`config.mk`:
```
export PLATFORM = sky130hd
export DESIGN_NAME = ipc_irq_ctrl
export DESIGN_NICKNAME = d
export VERILOG_FILES = /design/src/common/ipc_pkg.sv /design/src/rtl/ipc_level_pick.sv /design/src/rtl/ipc_irq_ctrl.sv
export SDC_FILE = /design/constraint.sdc
export NUM_CORES = 1
export LEC_CHECK = 0
export ABC_AREA = 1
export BUFFER_PORTS_ARGS = -buffer_cell sky130_fd_sc_hd__buf_2
export CAP_MARGIN = 20
export CELL_PAD_IN_SITES_DETAIL_PLACEMENT = 0
export CELL_PAD_IN_SITES_GLOBAL_PLACEMENT = 1
export CORE_MARGIN = 5
export CORE_UTILIZATION = 43
export CTS_CLUSTER_SIZE = 10
export DETAILED_ROUTE_END_ITERATION = 7
export PLACE_DENSITY_LB_ADDON = 0.1
export SLEW_MARGIN = 20
export SYNTH_ARGS = -nofsm -noshare
export SYNTH_HDL_FRONTEND = slang
export SYNTH_SLANG_ARGS = --single-unit
```
`constraint.sdc`:
```
create_clock -name clk_sys_in -period 19 [get_ports clk_sys_in]
set_input_delay 4.75 -clock clk_sys_in [delete_from_list [all_inputs] [get_ports clk_sys_in]]
set_output_delay 4.75 -clock clk_sys_in [all_outputs]
set_load 0.01 [all_outputs]
```
`src/common/ipc_pkg.sv`:
```
// Package for the four-level interrupt priority controller.
// Assumes a single system clock and one synchronous reset.
package ipc_pkg;

	// =========================================================
	// Register addresses and reset values
	localparam logic [7:0] IPC_ADDR_ENABLE = 8'ha8;
	localparam logic [7:0] IPC_ADDR_PRIO_LOW = 8'ha9;
	localparam logic [7:0] IPC_ADDR_PRIO_HIGH = 8'haa;
	localparam logic [7:0] IPC_ADDR_STATUS = 8'hab;
	localparam logic [7:0] IPC_ENABLE_RESET = 8'h00;
	localparam logic [6:0] IPC_PRIO_RESET = 7'h00;

	// =========================================================
	// Field positions
	localparam int IPC_NUM_SRC = 7;
	localparam int IPC_NUM_LVL = 4;
	localparam int IPC_BIT_GLOBAL = 7;
	localparam int IPC_SRC_EXT0 = 0;
	localparam int IPC_SRC_TMR0 = 1;
	localparam int IPC_SRC_EXT1 = 2;
	localparam int IPC_SRC_TMR1 = 3;
	localparam int IPC_SRC_SERIAL = 4;
	localparam int IPC_SRC_SYNC = 5;
	localparam int IPC_SRC_ADC = 6;
	localparam int IPC_NUM_SYNC = 6;

endpackage

```
`src/rtl/ipc_level_pick.sv`:
```
// Picks the highest level among the enabled requests, ties going to the
// lowest source index. Purely combinational; the caller registers it.
`timescale 1ns/10ps
module ipc_level_pick #(
	parameter int NUM_SRC = 7
) (
	// Request and level inputs
	input wire logic [NUM_SRC-1:0] req_in,
	input wire logic [NUM_SRC-1:0] lvl_low_in,
	input wire logic [NUM_SRC-1:0] lvl_high_in,
	// Winner
	output logic found_out,
	output logic [2:0] idx_out,
	output logic [1:0] lvl_out
);

	// =========================================================
	// Scan from the last source down so the lowest index wins ties
	always_comb
	begin
		found_out = 1'b0;
		idx_out = 3'h0;
		lvl_out = 2'h0;
		for (int i = NUM_SRC - 1; i >= 0; i--)
		begin
			if (req_in[i] && (!found_out ||
				{lvl_high_in[i], lvl_low_in[i]} >= lvl_out))
			begin
				found_out = 1'b1;
				idx_out = 3'(i);
				lvl_out = {lvl_high_in[i], lvl_low_in[i]};
			end
		end
	end

endmodule // ipc_level_pick

```
`src/rtl/ipc_irq_ctrl.sv`:
```
// Interrupt enable and four-level priority resolution for the core.
// Assumes request flags come in as levels synchronous to clk_sys_in and
// that the core pulses acknowledge and return for one cycle each.
//
// What this block does
// - Enable register at a8, reset zero
// - Timer requests pass only when enabled
// - External requests pass only when enabled
// - Priority registers a9/aa, seven bits used
// - Same bit pair forms two-bit level
// - Bit positions map to the seven sources
// - Higher level preempts active service routine
// - Equal or lower level never preempts
// - Highest pending level served first
// - Fixed polling order breaks equal-level ties
// - Polling order never causes same-level preemption
// - Global enable low masks every source
// - Software flag writes act like hardware
// - Ack sets level flag, return clears it
`timescale 1ns/10ps
module ipc_irq_ctrl
	import ipc_pkg::*;
#(
	parameter int NUM_SRC = ipc_pkg::IPC_NUM_SRC
) (
	// Clock, reset and enable
	input wire logic clk_sys_in,
	input wire logic sys_rst_in,
	input wire logic clk_en_in,
	// Register port
	input wire logic [7:0] reg_addr_in,
	input wire logic [7:0] reg_wdata_in,
	input wire logic reg_wr_in,
	input wire logic reg_rd_in,
	output logic [7:0] reg_rdata_out,
	// Request flags from the sources
	input wire logic ext_irq0_request_in,
	input wire logic timer0_overflow_flag_in,
	input wire logic ext_irq1_request_in,
	input wire logic timer1_overflow_flag_in,
	input wire logic serial_rx_tx_request_in,
	input wire logic [ipc_pkg::IPC_NUM_SYNC-1:0] sync_group_request_in,
	input wire logic adc_done_request_in,
	// Core side
	input wire logic irq_ack_in,
	input wire logic return_from_irq_in,
	output logic irq_req_out,
	output logic [2:0] irq_src_out,
	output logic [1:0] irq_lvl_out
);
	import ipc_pkg::*;

	// =========================================================
	// State
	typedef struct packed {
		logic [7:0] enable;
		logic [6:0] prio_low;
		logic [6:0] prio_high;
		logic [3:0] active;
		logic req;
		logic [2:0] src;
		logic [1:0] lvl;
		logic [7:0] rdata;
	} ipc_state_t;

	ipc_state_t s_q;
	ipc_state_t s_d;

	logic [NUM_SRC-1:0] raw_req;
	logic [NUM_SRC-1:0] gated_req;
	logic pick_found;
	logic [2:0] pick_idx;
	logic [1:0] pick_lvl;
	logic any_active;
	logic [1:0] top_active;
	logic [NUM_SRC-1:0] lvl_ok;

	// =========================================================
	// Source gathering; the sync group shares one slot
	// Flags are sampled as levels, so a software write to a source flag
	// raises or cancels a request exactly like a hardware change.
	always_comb
	begin
		raw_req = '0;
		raw_req[IPC_SRC_EXT0] = ext_irq0_request_in;
		raw_req[IPC_SRC_TMR0] = timer0_overflow_flag_in;
		raw_req[IPC_SRC_EXT1] = ext_irq1_request_in;
		raw_req[IPC_SRC_TMR1] = timer1_overflow_flag_in;
		raw_req[IPC_SRC_SERIAL] = serial_rx_tx_request_in;
		raw_req[IPC_SRC_SYNC] = |sync_group_request_in;
		raw_req[IPC_SRC_ADC] = adc_done_request_in;
	end

	// Per-source masking by its own enable and the global enable
	for (genvar g = 0; g < NUM_SRC; g++)
	begin : g_mask
		assign gated_req[g] = raw_req[g] && s_q.enable[g] &&
			s_q.enable[IPC_BIT_GLOBAL];
		// Checker helper: this source, if pending, must not sit above
		// the level that the picker chose
		assign lvl_ok[g] = !gated_req[g] ||
			{s_q.prio_high[g], s_q.prio_low[g]} <= pick_lvl;
	end

	ipc_level_pick #(
		.NUM_SRC(NUM_SRC)
	) u_pick (
		.req_in(gated_req),
		.lvl_low_in(s_q.prio_low),
		.lvl_high_in(s_q.prio_high),
		.found_out(pick_found),
		.idx_out(pick_idx),
		.lvl_out(pick_lvl)
	);

	// =========================================================
	// Highest active level; a return clears this one, the level being
	// served, so lower routines stay blocked until their own return
	always_comb
	begin
		any_active = |s_q.active;
		top_active = 2'h0;
		for (int l = 0; l < IPC_NUM_LVL; l++)
		begin
			if (s_q.active[l])
			begin
				top_active = 2'(l);
			end
		end
	end

	// =========================================================
	// Next state
	always_comb
	begin
		s_d = s_q;
		// Register writes
		// Unmapped addresses fall through and are dropped
		if (reg_wr_in)
		begin
			case (reg_addr_in)
				IPC_ADDR_ENABLE: s_d.enable = reg_wdata_in;
				IPC_ADDR_PRIO_LOW: s_d.prio_low = reg_wdata_in[6:0];
				IPC_ADDR_PRIO_HIGH: s_d.prio_high = reg_wdata_in[6:0];
				default: ;
			endcase
		end
		// Read data stands in the cycle after the strobe only
		s_d.rdata = 8'h00;
		if (reg_rd_in)
		begin
			case (reg_addr_in)
				IPC_ADDR_ENABLE: s_d.rdata = s_q.enable;
				IPC_ADDR_PRIO_LOW: s_d.rdata = {1'b0, s_q.prio_low};
				IPC_ADDR_PRIO_HIGH: s_d.rdata = {1'b0, s_q.prio_high};
				IPC_ADDR_STATUS: s_d.rdata = {s_q.active, 4'h0};
				default: s_d.rdata = 8'h00;
			endcase
		end
		// Return clears the top level; ack then sets the presented level.
		// Ack after return in the same cycle keeps the new level set.
		if (return_from_irq_in && any_active)
		begin
			s_d.active[top_active] = 1'b0;
		end
		if (irq_ack_in && s_q.req)
		begin
			s_d.active[s_q.lvl] = 1'b1;
		end
		// Present only a winner strictly above every active level
		s_d.req = pick_found &&
			(!any_active || pick_lvl > top_active);
		s_d.src = pick_idx;
		s_d.lvl = pick_lvl;
		// Hold the request down the cycle after an ack so it is not
		// taken twice before the active flag shows.
		if (irq_ack_in)
		begin
			s_d.req = 1'b0;
		end
	end

	// =========================================================
	// State register; reset wins over the clock enable, and a low
	// enable freezes every field, the request outputs included
	always_ff @(posedge clk_sys_in)
	begin
		if (sys_rst_in)
		begin
			s_q.enable <= IPC_ENABLE_RESET;
			s_q.prio_low <= IPC_PRIO_RESET;
			s_q.prio_high <= IPC_PRIO_RESET;
			s_q.active <= 4'h0;
			s_q.req <= 1'b0;
			s_q.src <= 3'h0;
			s_q.lvl <= 2'h0;
			s_q.rdata <= 8'h00;
		end
		else if (clk_en_in)
		begin
			s_q <= s_d;
		end
	end

	// Outputs come straight from the state register
	assign reg_rdata_out = s_q.rdata;
	assign irq_req_out = s_q.req;
	assign irq_src_out = s_q.src;
	assign irq_lvl_out = s_q.lvl;

	// =========================================================
	// Checks
	// Properties watch what this block drives; all share one clock
	global_mask_a: assert property (@(posedge clk_sys_in)
		disable iff (sys_rst_in)
		clk_en_in && !s_q.enable[IPC_BIT_GLOBAL] |=> !irq_req_out)
		else $error("request shown with global enable low");

	src_mask_a: assert property (@(posedge clk_sys_in)
		disable iff (sys_rst_in)
		irq_req_out |-> s_q.enable[irq_src_out] ||
			$past(!clk_en_in) || $past(reg_wr_in))
		else $error("request from disabled source");

	no_preempt_a: assert property (@(posedge clk_sys_in)
		disable iff (sys_rst_in)
		irq_req_out && $stable(s_q.active) && any_active
			&& $past(clk_en_in) |-> irq_lvl_out > top_active)
		else $error("request not above active level");

	preempt_a: assert property (@(posedge clk_sys_in)
		disable iff (sys_rst_in)
		clk_en_in && pick_found && !irq_ack_in
			&& (!any_active || pick_lvl > top_active)
			|=> irq_req_out)
		else $error("enabled request not presented");

	ack_sets_a: assert property (@(posedge clk_sys_in)
		disable iff (sys_rst_in)
		clk_en_in && irq_ack_in && irq_req_out && !return_from_irq_in
			|=> s_q.active[$past(irq_lvl_out)])
		else $error("ack did not set level flag");

	ret_clears_a: assert property (@(posedge clk_sys_in)
		disable iff (sys_rst_in)
		clk_en_in && return_from_irq_in && !irq_ack_in && any_active
			|=> !s_q.active[$past(top_active)])
		else $error("return did not clear level flag");

	tie_order_a: assert property (@(posedge clk_sys_in)
		disable iff (sys_rst_in)
		clk_en_in && gated_req[0] && gated_req[1]
			&& s_q.prio_low[1:0] == 2'h3 && s_q.prio_high[1:0] == 2'h3
			&& !any_active && !irq_ack_in && !reg_wr_in
			|=> irq_src_out == 3'h0)
		else $error("tie not broken by polling order");

	prio_rd_a: assert property (@(posedge clk_sys_in)
		disable iff (sys_rst_in)
		reg_rd_in && clk_en_in |=> !reg_rdata_out[7] ||
			$past(reg_addr_in) == IPC_ADDR_ENABLE ||
			$past(reg_addr_in) == IPC_ADDR_STATUS)
		else $error("unused priority bit reads as one");

	// A write to the enable register lands whole at its own edge
	enable_wr_a: assert property (@(posedge clk_sys_in)
		disable iff (sys_rst_in)
		clk_en_in && reg_wr_in && reg_addr_in == IPC_ADDR_ENABLE
			|=> s_q.enable == $past(reg_wdata_in))
		else $error("enable write not taken");

	// Only the seven used bits of a priority write are kept
	prio_wr_a: assert property (@(posedge clk_sys_in)
		disable iff (sys_rst_in)
		clk_en_in && reg_wr_in && reg_addr_in == IPC_ADDR_PRIO_LOW
			|=> {1'b0, s_q.prio_low} == ($past(reg_wdata_in) & 8'h7f))
		else $error("priority write not taken");

	// A cleared timer enable keeps that timer off the request line
	tmr_mask_a: assert property (@(posedge clk_sys_in)
		disable iff (sys_rst_in)
		clk_en_in && !s_q.enable[IPC_SRC_TMR0]
			|=> !irq_req_out || irq_src_out != 3'(IPC_SRC_TMR0))
		else $error("masked timer request shown");

	// Same for an external source whose enable is clear
	ext_mask_a: assert property (@(posedge clk_sys_in)
		disable iff (sys_rst_in)
		clk_en_in && !s_q.enable[IPC_SRC_EXT1]
			|=> !irq_req_out || irq_src_out != 3'(IPC_SRC_EXT1))
		else $error("masked external request shown");

	// The shown level is the bit pair of the shown source
	lvl_pair_a: assert property (@(posedge clk_sys_in)
		disable iff (sys_rst_in)
		irq_req_out && $past(clk_en_in) && !$past(reg_wr_in)
			|-> irq_lvl_out == {s_q.prio_high[irq_src_out],
			s_q.prio_low[irq_src_out]})
		else $error("shown level does not match priority bits");

	// The converter input reaches the top slot when set to level 3
	adc_map_a: assert property (@(posedge clk_sys_in)
		disable iff (sys_rst_in)
		clk_en_in && adc_done_request_in && s_q.enable[IPC_SRC_ADC]
			&& s_q.enable[IPC_BIT_GLOBAL] && s_q.prio_high[IPC_SRC_ADC]
			&& s_q.prio_low[IPC_SRC_ADC] && !s_q.active[3] && !irq_ack_in
			|=> irq_req_out && irq_lvl_out == 2'h3)
		else $error("converter request not shown at level 3");

	// No pending source outranks the level that the picker chose
	top_win_a: assert property (@(posedge clk_sys_in)
		disable iff (sys_rst_in)
		pick_found |-> &lvl_ok)
		else $error("lower level picked over a pending higher one");

	// A winner that only ties the active level stays hidden
	same_level_a: assert property (@(posedge clk_sys_in)
		disable iff (sys_rst_in)
		clk_en_in && any_active && pick_lvl == top_active
			|=> !irq_req_out)
		else $error("same-level request shown");

	// The request drops the cycle after an acknowledge
	ack_drop_a: assert property (@(posedge clk_sys_in)
		disable iff (sys_rst_in)
		clk_en_in && irq_ack_in |=> !irq_req_out)
		else $error("request still shown after ack");

	// A stray return with nothing active changes nothing
	ret_idle_a: assert property (@(posedge clk_sys_in)
		disable iff (sys_rst_in)
		clk_en_in && return_from_irq_in && !irq_ack_in && !any_active
			|=> s_q.active == 4'h0)
		else $error("return with no level active set a flag");

	// Status reads show the active flags held at the strobe
	status_rd_a: assert property (@(posedge clk_sys_in)
		disable iff (sys_rst_in)
		clk_en_in && reg_rd_in && reg_addr_in == IPC_ADDR_STATUS
			|=> reg_rdata_out == {$past(s_q.active), 4'h0})
		else $error("status read wrong");

endmodule // ipc_irq_ctrl

```
==> flow_metrics.py, run 1 <==
metrics = {
    "setup_path": {
        "critPathArrivalTime_ps": 11390,
        "critPathCaptureType": "flop",
        "slowest_delay_ps": 280,
        "slowest_stage": "ha_1",
        "critPathRequiredTime_ps": 19180,
        "critical_path_class": "in -> reg",
        "critPathBufInv": 8,
        "crit_path_frequent_cell": "nand2_2",
        "worstPathMaxFanout": 7,
        "crit_family": "simple AND/OR/NAND/NOR gates",
        "start_kind": "input port",
    },
    "floorplan": {
        "dieArea_mm2": 0.007849,
        "boundaryPins": 49,
        "die-height_um": 88.60,
        "fp.dieW_um": 88.60,
        "core_area_mm2": 0.005956,
        "initial_utilization_pct": 44.60,
        "row_count": 28,
    },
    "clock_network": {
        "hold_buffers": 0,
        "cts_tree": "done",
        "cts_resized": 0,
        "root_buffer": "clkbuf_8",
        "cts_sinks": 40,
        "post_cts_buffers": 0,
        "cts_buffer_depth": 2,
        "clk_pin_slew_ps": 70,
        "cts.htree.levels": 2,
        "cts_made_buffers": 5,
        "clock_latency_ps": 290,
    },
    "sta": {
        "fin_crit_ps": 11210,
        "hold_viol": 0,
        "relSlewSlack_pct": 65.79,
        "tns_ps": 0,
        "fmax_mhz": 89.19,
        "slew_violations": 0,
        "finalSetupViolCount": 0,
        "fin_skew_ps": 4.928,
        "rsz0062_at_grt": "no",
        "tightest_slew_ps": 512.6,
        "min_period_over_period_pct": 59.01,
    },
    "synth": {
        "dominantRegCellSynth": "dfxtp_1",
        "netlist_area_mm2": 0.002656,
        "syn_nets": 410,
        "synth-async-reset-ratio_pct": 0,
        "synth-seq-area-share_pct": 30.15,
        "post_synth_num_cell_types": 38,
        "synth_warnings": 0,
        "synth_edf_count": 0,
        "avgSynthCellArea_um2": 7.358,
        "synth-seq-cells": 40,
        "syn_inst": 361,
    },
    "routing": {
        "wl_per_cell_um": 14.07,
        "drtIter0Drc": 85,
        "drcViolationCount": 0,
        "ant_nets": 0,
        "first_pass_iters": 5,
        "vias": 2386,
        "routed_wirelength_um": 6584,
        "via_per_inst": 5.098,
    },
    "run": {
        "max-cap-violations": 0,
    },
    "global_routing": {
        "antenna_found_initial": 0,
        "grt_max_degree": 22,
        "grt_pass1_wl_um": 10560,
        "overflow": 0,
        "grt_pass1_vias": 2200,
        "grtUsageTotal_pct": 17.67,
    },
    "placed_design": {
        "dpl.hpwl_um": 5299,
        "portBuffers": 48,
        "placed_cell_area_mm2": 0.002810,
        "gp_congestion": 0.8714,
    },
    "hold_path": {
        "worstHoldPathType": "reg -> reg",
    },
    "finish": {
        "design_area_mm2": 0.002907,
        "final_common_cell": "nand2_1",
        "drive_above_1_share_pct": 25.19,
        "antennaDiodeCount": 0,
        "syn2layout_area_growth_pct": 9.421,
        "mostFrequentLayoutCells": "57 x nand2_1, 54 x inv_1, 48 x buf_2",
        "fin_nets": 442,
        "fillers": 639,
    },
    "pwr": {
        "ir_drop_mv": 0.03741,
        "p_leak_nw": 1.315,
        "power.density_mw_per_mm2": 54.15,
    },
    "run_status": {
        "run_status": "complete, no violations",
    },
}
sequential cells by signal, summed over array words and instances, names as in the netlist:
| name | count |
|---|---|
| irq_lvl_out | 2 |
| irq_req_out | 1 |
| irq_src_out | 3 |
| reg_rdata_out | 8 |
| s_q | 26 |
kinds of logic after synthesis:
logic type / count (synthesis) / share of synthesized area [%]
AO/OA/AOI/OAI: 91 / 18.42
AND/OR/NAND/NOR: 134 / 29.63
buffers and inverters: 82 / 15.21
flip-flops: 40 / 30.15
adder cells (fa/ha/maj): 14 / 6.595
through the flow:
step / power, W / setup WS [ps] / hold slack (ps) / instances / util (%)
after floorplan: 0.00009254 / 8227 / 444.0 / 361 / -
after global placement: 0.00009772 / 7562 / 452.0 / 461 / 47.18
after detailed placement: 0.00009783 / 7454 / 454.4 / 461 / 47.18
after CTS: 0.0001583 / 7761 / 465.7 / 468 / 48.80
after global routing: 0.0001638 / 7063 / 492.2 / 468 / 48.80
final: 0.0001574 / 7788 / 461.5 / 468 / 48.80
cell usage after synthesis (3+ instances only):
cell      count  area, µm²
nand2_1      57      214.0
inv_1        54      202.7
a21oi_1      44      220.2
dfxtp_1      40      800.8
o21ai_0      31      155.2
nand3_1      18      90.09
nand2_2      15      93.84
ha_1         14      175.2
buf_4        13      97.59
nand3_2      10      100.1
nor2_1       10      37.54
o22ai_1       9      56.30
and2_1        4      25.02
buf_6         4      45.04
clkbuf_1      4      15.01
inv_2         3      11.26
nand4_1       3      18.77
nand4_4       3      63.81
final timing paths:
check / cells past startpoint / slack [ps] / end / startpoint
min reg2reg: 2 / 460 / irq_src_out[2]$_SDFFE_PP0P_ / irq_src_out[2]$_SDFFE_PP0P_
min: 2 / 460 / irq_src_out[2]$_SDFFE_PP0P_ / irq_src_out[2]$_SDFFE_PP0P_
max reg2reg: 52 / 11660 / irq_req_out$_SDFFE_PP0P_ / s_q[39]$_SDFFE_PP0P_
max: 53 / 7790 / irq_req_out$_SDFFE_PP0P_ / adc_done_request_in
power breakdown:
part	internal (W)	total, W	leakage, nW	switching [W]
clock	0.0000324	0.0000616	0.0503	0.0000293
combinational	0.00000415	0.0000113	0.942	0.00000714
sequential	0.0000842	0.0000845	0.323	0.000000295
layout make-up:
cell class                 count  area (µm²)  share of cell area [%]
clock buffer                   7       96.34                   3.315
inverter                      59       224.0                   7.706
multi-input combinational    239        1451                   49.94
sequential                    40       800.8                   27.55
tap                           75       93.84                   3.229
timing repair buffer          48       240.2                   8.265
tightest hold or removal path, stage by stage (launching register included):
cell	delay (ps)
dfxtp_1	310
nand2_1	60
a21oi_1	50
layer usage:
metal / wire (µm) / vias up / global-route usage, %
met3: 209 / 9 / 2.980
met1: 3099 / 1090 / 23.89
met4: 105 / 0 / 5.357
met5: 0 / - / 0
li1: - / 1240 / -
met2: 3170 / 47 / 28.89
No activity file was read; power rests on OpenSTA's default activity.
==> inputs of run 2 (changes only) <==
--- a/config.mk
+++ b/config.mk
@@ -5,13 +5,13 @@
 export SDC_FILE = /design/constraint.sdc
 export NUM_CORES = 1
 export LEC_CHECK = 0
-export ABC_AREA = 1
+export ABC_AREA = 0
 export BUFFER_PORTS_ARGS = -buffer_cell sky130_fd_sc_hd__buf_2
 export CAP_MARGIN = 20
 export CELL_PAD_IN_SITES_DETAIL_PLACEMENT = 0
 export CELL_PAD_IN_SITES_GLOBAL_PLACEMENT = 1
 export CORE_MARGIN = 5
-export CORE_UTILIZATION = 43
+export CORE_UTILIZATION = 41
 export CTS_CLUSTER_SIZE = 10
 export DETAILED_ROUTE_END_ITERATION = 7
 export PLACE_DENSITY_LB_ADDON = 0.1
==> constraint.sdc (replaced) <==
create_clock -name clk_sys_in -period 10.8 [get_ports clk_sys_in]
set_input_delay 2.7 -clock clk_sys_in [delete_from_list [all_inputs] [get_ports clk_sys_in]]
set_output_delay 2.7 -clock clk_sys_in [all_outputs]
set_load 0.01 [all_outputs]
==> flow_metrics.py, run 2 <==
metrics = {
    "setup_path": {
        "start_kind": "input port",
        "crit_path_frequent_cell": "ha_1",
        "critPathCaptureType": "flop",
        "slowest_stage": "mux2_2",
        "critical_path_class": "in -> reg",
        "worstPathMaxFanout": 5,
        "critPathRequiredTime_ps": 11030,
        "slowest_delay_ps": 370,
        "critPathArrivalTime_ps": 10470,
    },
    "synth": {
        "synth.top_cells.by_area": "dfxtp_1 30%, mux2i_1 9.8%, ha_1 6.6%, nor2_1 4.8%, a21oi_1 4.7%",
        "yosys.area.top_type": "dfxtp_1",
        "synth_top_area_share_pct": 30.13,
        "yosysMostFrequentCell": "dfxtp_1",
        "netlist_area_mm2": 0.002658,
        "synth-seq-cells": 40,
        "yosys-top-cells-count": "40 x dfxtp_1, 34 x nor2_1, 26 x mux2i_1",
        "syn_nets": 365,
        "synth_edf_count": 0,
        "post_synth_num_cell_types": 53,
        "synth_warnings": 0,
        "synth-async-reset-ratio_pct": 0,
        "avgSynthCellArea_um2": 8.410,
        "synth-seq-area-share_pct": 30.13,
        "syn_inst": 316,
        "dominantRegCellSynth": "dfxtp_1",
    },
    "global_routing": {
        "antenna_found_initial": 0,
        "grt_pass1_wl_um": 11670,
        "overflow": 0,
        "grt_max_degree": 41,
        "grtUsageTotal_pct": 17.80,
        "grt_pass1_vias": 2385,
    },
    "routing": {
        "wl_per_cell_um": 16.74,
        "ant_nets": 0,
        "first_pass_iters": 4,
        "routed_wirelength_um": 7317,
        "drcViolationCount": 0,
        "drtIter0Drc": 63,
        "via_per_inst": 5.430,
        "vias": 2373,
    },
    "finish": {
        "utilization_pct": 49.05,
        "syn2layout_area_growth_pct": 16.53,
        "largest_register": "s_q",
        "design_area_mm2": 0.003097,
        "final_common_cell": "buf_2",
        "antennaDiodeCount": 0,
        "mostFrequentLayoutCells": "48 x buf_2, 40 x dfxtp_1, 34 x nor2_1",
        "largest_register_ffs": 26,
        "fin_nets": 408,
        "drive_above_1_share_pct": 26.67,
    },
    "floorplan": {
        "initial_utilization_pct": 42.09,
        "core_area_mm2": 0.006314,
        "row_count": 29,
        "die-height_um": 90.51,
        "fp.dieW_um": 90.51,
        "dieArea_mm2": 0.008192,
        "boundaryPins": 49,
    },
    "sta": {
        "tns_ps": 0,
        "slew_violations": 0,
        "tightest_slew_ps": 1038,
        "rsz0062_at_grt": "no",
        "relSlewSlack_pct": 30.66,
        "min_period_over_period_pct": 94.80,
        "fmax_mhz": 97.67,
        "fin_skew_ps": 3.613,
        "fin_crit_ps": 10240,
        "hold_viol": 0,
        "finalSetupViolCount": 0,
    },
    "pwr": {
        "p_leak_nw": 1.269,
        "ir_drop_mv": 0.05368,
        "finalPower_w": 0.0002735,
        "power.density_mw_per_mm2": 88.32,
    },
    "clock_network": {
        "cts.htree.levels": 2,
        "root_buffer": "clkbuf_8",
        "clock_latency_ps": 300,
        "cts_buffer_depth": 2,
        "clk_pin_slew_ps": 80,
        "cts_sinks": 40,
        "cts_tree": "done",
        "cts_made_buffers": 5,
    },
    "hold_path": {
        "worstHoldPathType": "reg -> reg",
    },
    "placed_design": {
        "gp_congestion": 0.8931,
        "portBuffers": 48,
        "dpl.hpwl_um": 5437,
        "placed_cell_area_mm2": 0.002953,
    },
    "run_status": {
        "run_status": "complete, no violations",
    },
    "run": {
        "max-cap-violations": 0,
    },
}
## run 2: layout make-up
type	count	area, µm²
Sequential cell	40	800.8
Tap cell	77	96.34
Timing Repair Buffer	64	360.3
Inverter	13	48.80
Clock buffer	6	82.58
Multi-Input combinational cell	235	1693
Fill cell	647	3217
Clock inverter	2	15.01
## run 2: stage by stage
stage / instances / hold slack [ps] / worst slack, ps
6_report: 437 / 465.5 / 561.7
4_1_cts: 436 / 469.1 / 298.4
3_3_place_gp: 428 / 453.7 / 102.1
3_5_place_dp: 428 / 454.9 / 80.23
5_1_grt: 437 / 489.8 / 9.174
2_1_floorplan: 316 / 446.3 / 235.4
## run 2: report_power, final
part / internal, W / leakage (nW) / switching, W / total [W]
combinational: 0.00000704 / 0.904 / 0.0000101 / 0.0000172
clock: 0.0000517 / 0.0434 / 0.0000571 / 0.000109
sequential: 0.000147 / 0.322 / 0.0000000727 / 0.000147
## run 2: what timing repair did
action / CTS / global route
resized for setup: 0 / 10
hold buffers: 0 / 0
setup buffers: 0 / 1
endpoints found under the setup margin: 0 / 1
## run 2: cells by family (layout without fill, tap and decap cells)
family | after synthesis | after routing | share of synthesized area [%]
fa+ha+maj | 14 | 14 | 6.591
compound gates | 74 | 74 | 20.62
flops | 40 | 40 | 30.13
mux | 30 | 30 | 12.76
simple gates | 117 | 117 | 22.27
buf+inv | 41 | 85 | 7.627
## run 2: worst paths after layout
check | startpoint | to | slack, ps | cells after the start
worst max-delay path | adc_done_request_in | irq_req_out$_SDFFE_PP0P_ | 560 | 43
worst min-delay path | reg_rdata_out[7]$_SDFFE_PP0P_ | reg_rdata_out[7]$_SDFFE_PP0P_ | 470 | 2
worst max register to register | s_q[39]$_SDFFE_PP0P_ | irq_req_out$_SDFFE_PP0P_ | 2270 | 42
worst min register to register | reg_rdata_out[7]$_SDFFE_PP0P_ | reg_rdata_out[7]$_SDFFE_PP0P_ | 470 | 2
## run 2: per-layer routing
metal  track usage, %  wire (µm)  share of wire, %
met5                0          0                 0
met4            6.328        133               1.8
met3            4.083        389               5.3
met2            30.69       3555                49
met1            21.46       3238                44
## run 2: critical path: cells and delay by family
family	cells	cell delay [ps]
AO/OA/AOI/OAI	18	3300
multiplexers	1	370
AND/OR/NAND/NOR	14	1880
adder cells (fa/ha/maj)	7	1900
buffers and inverters	3	320
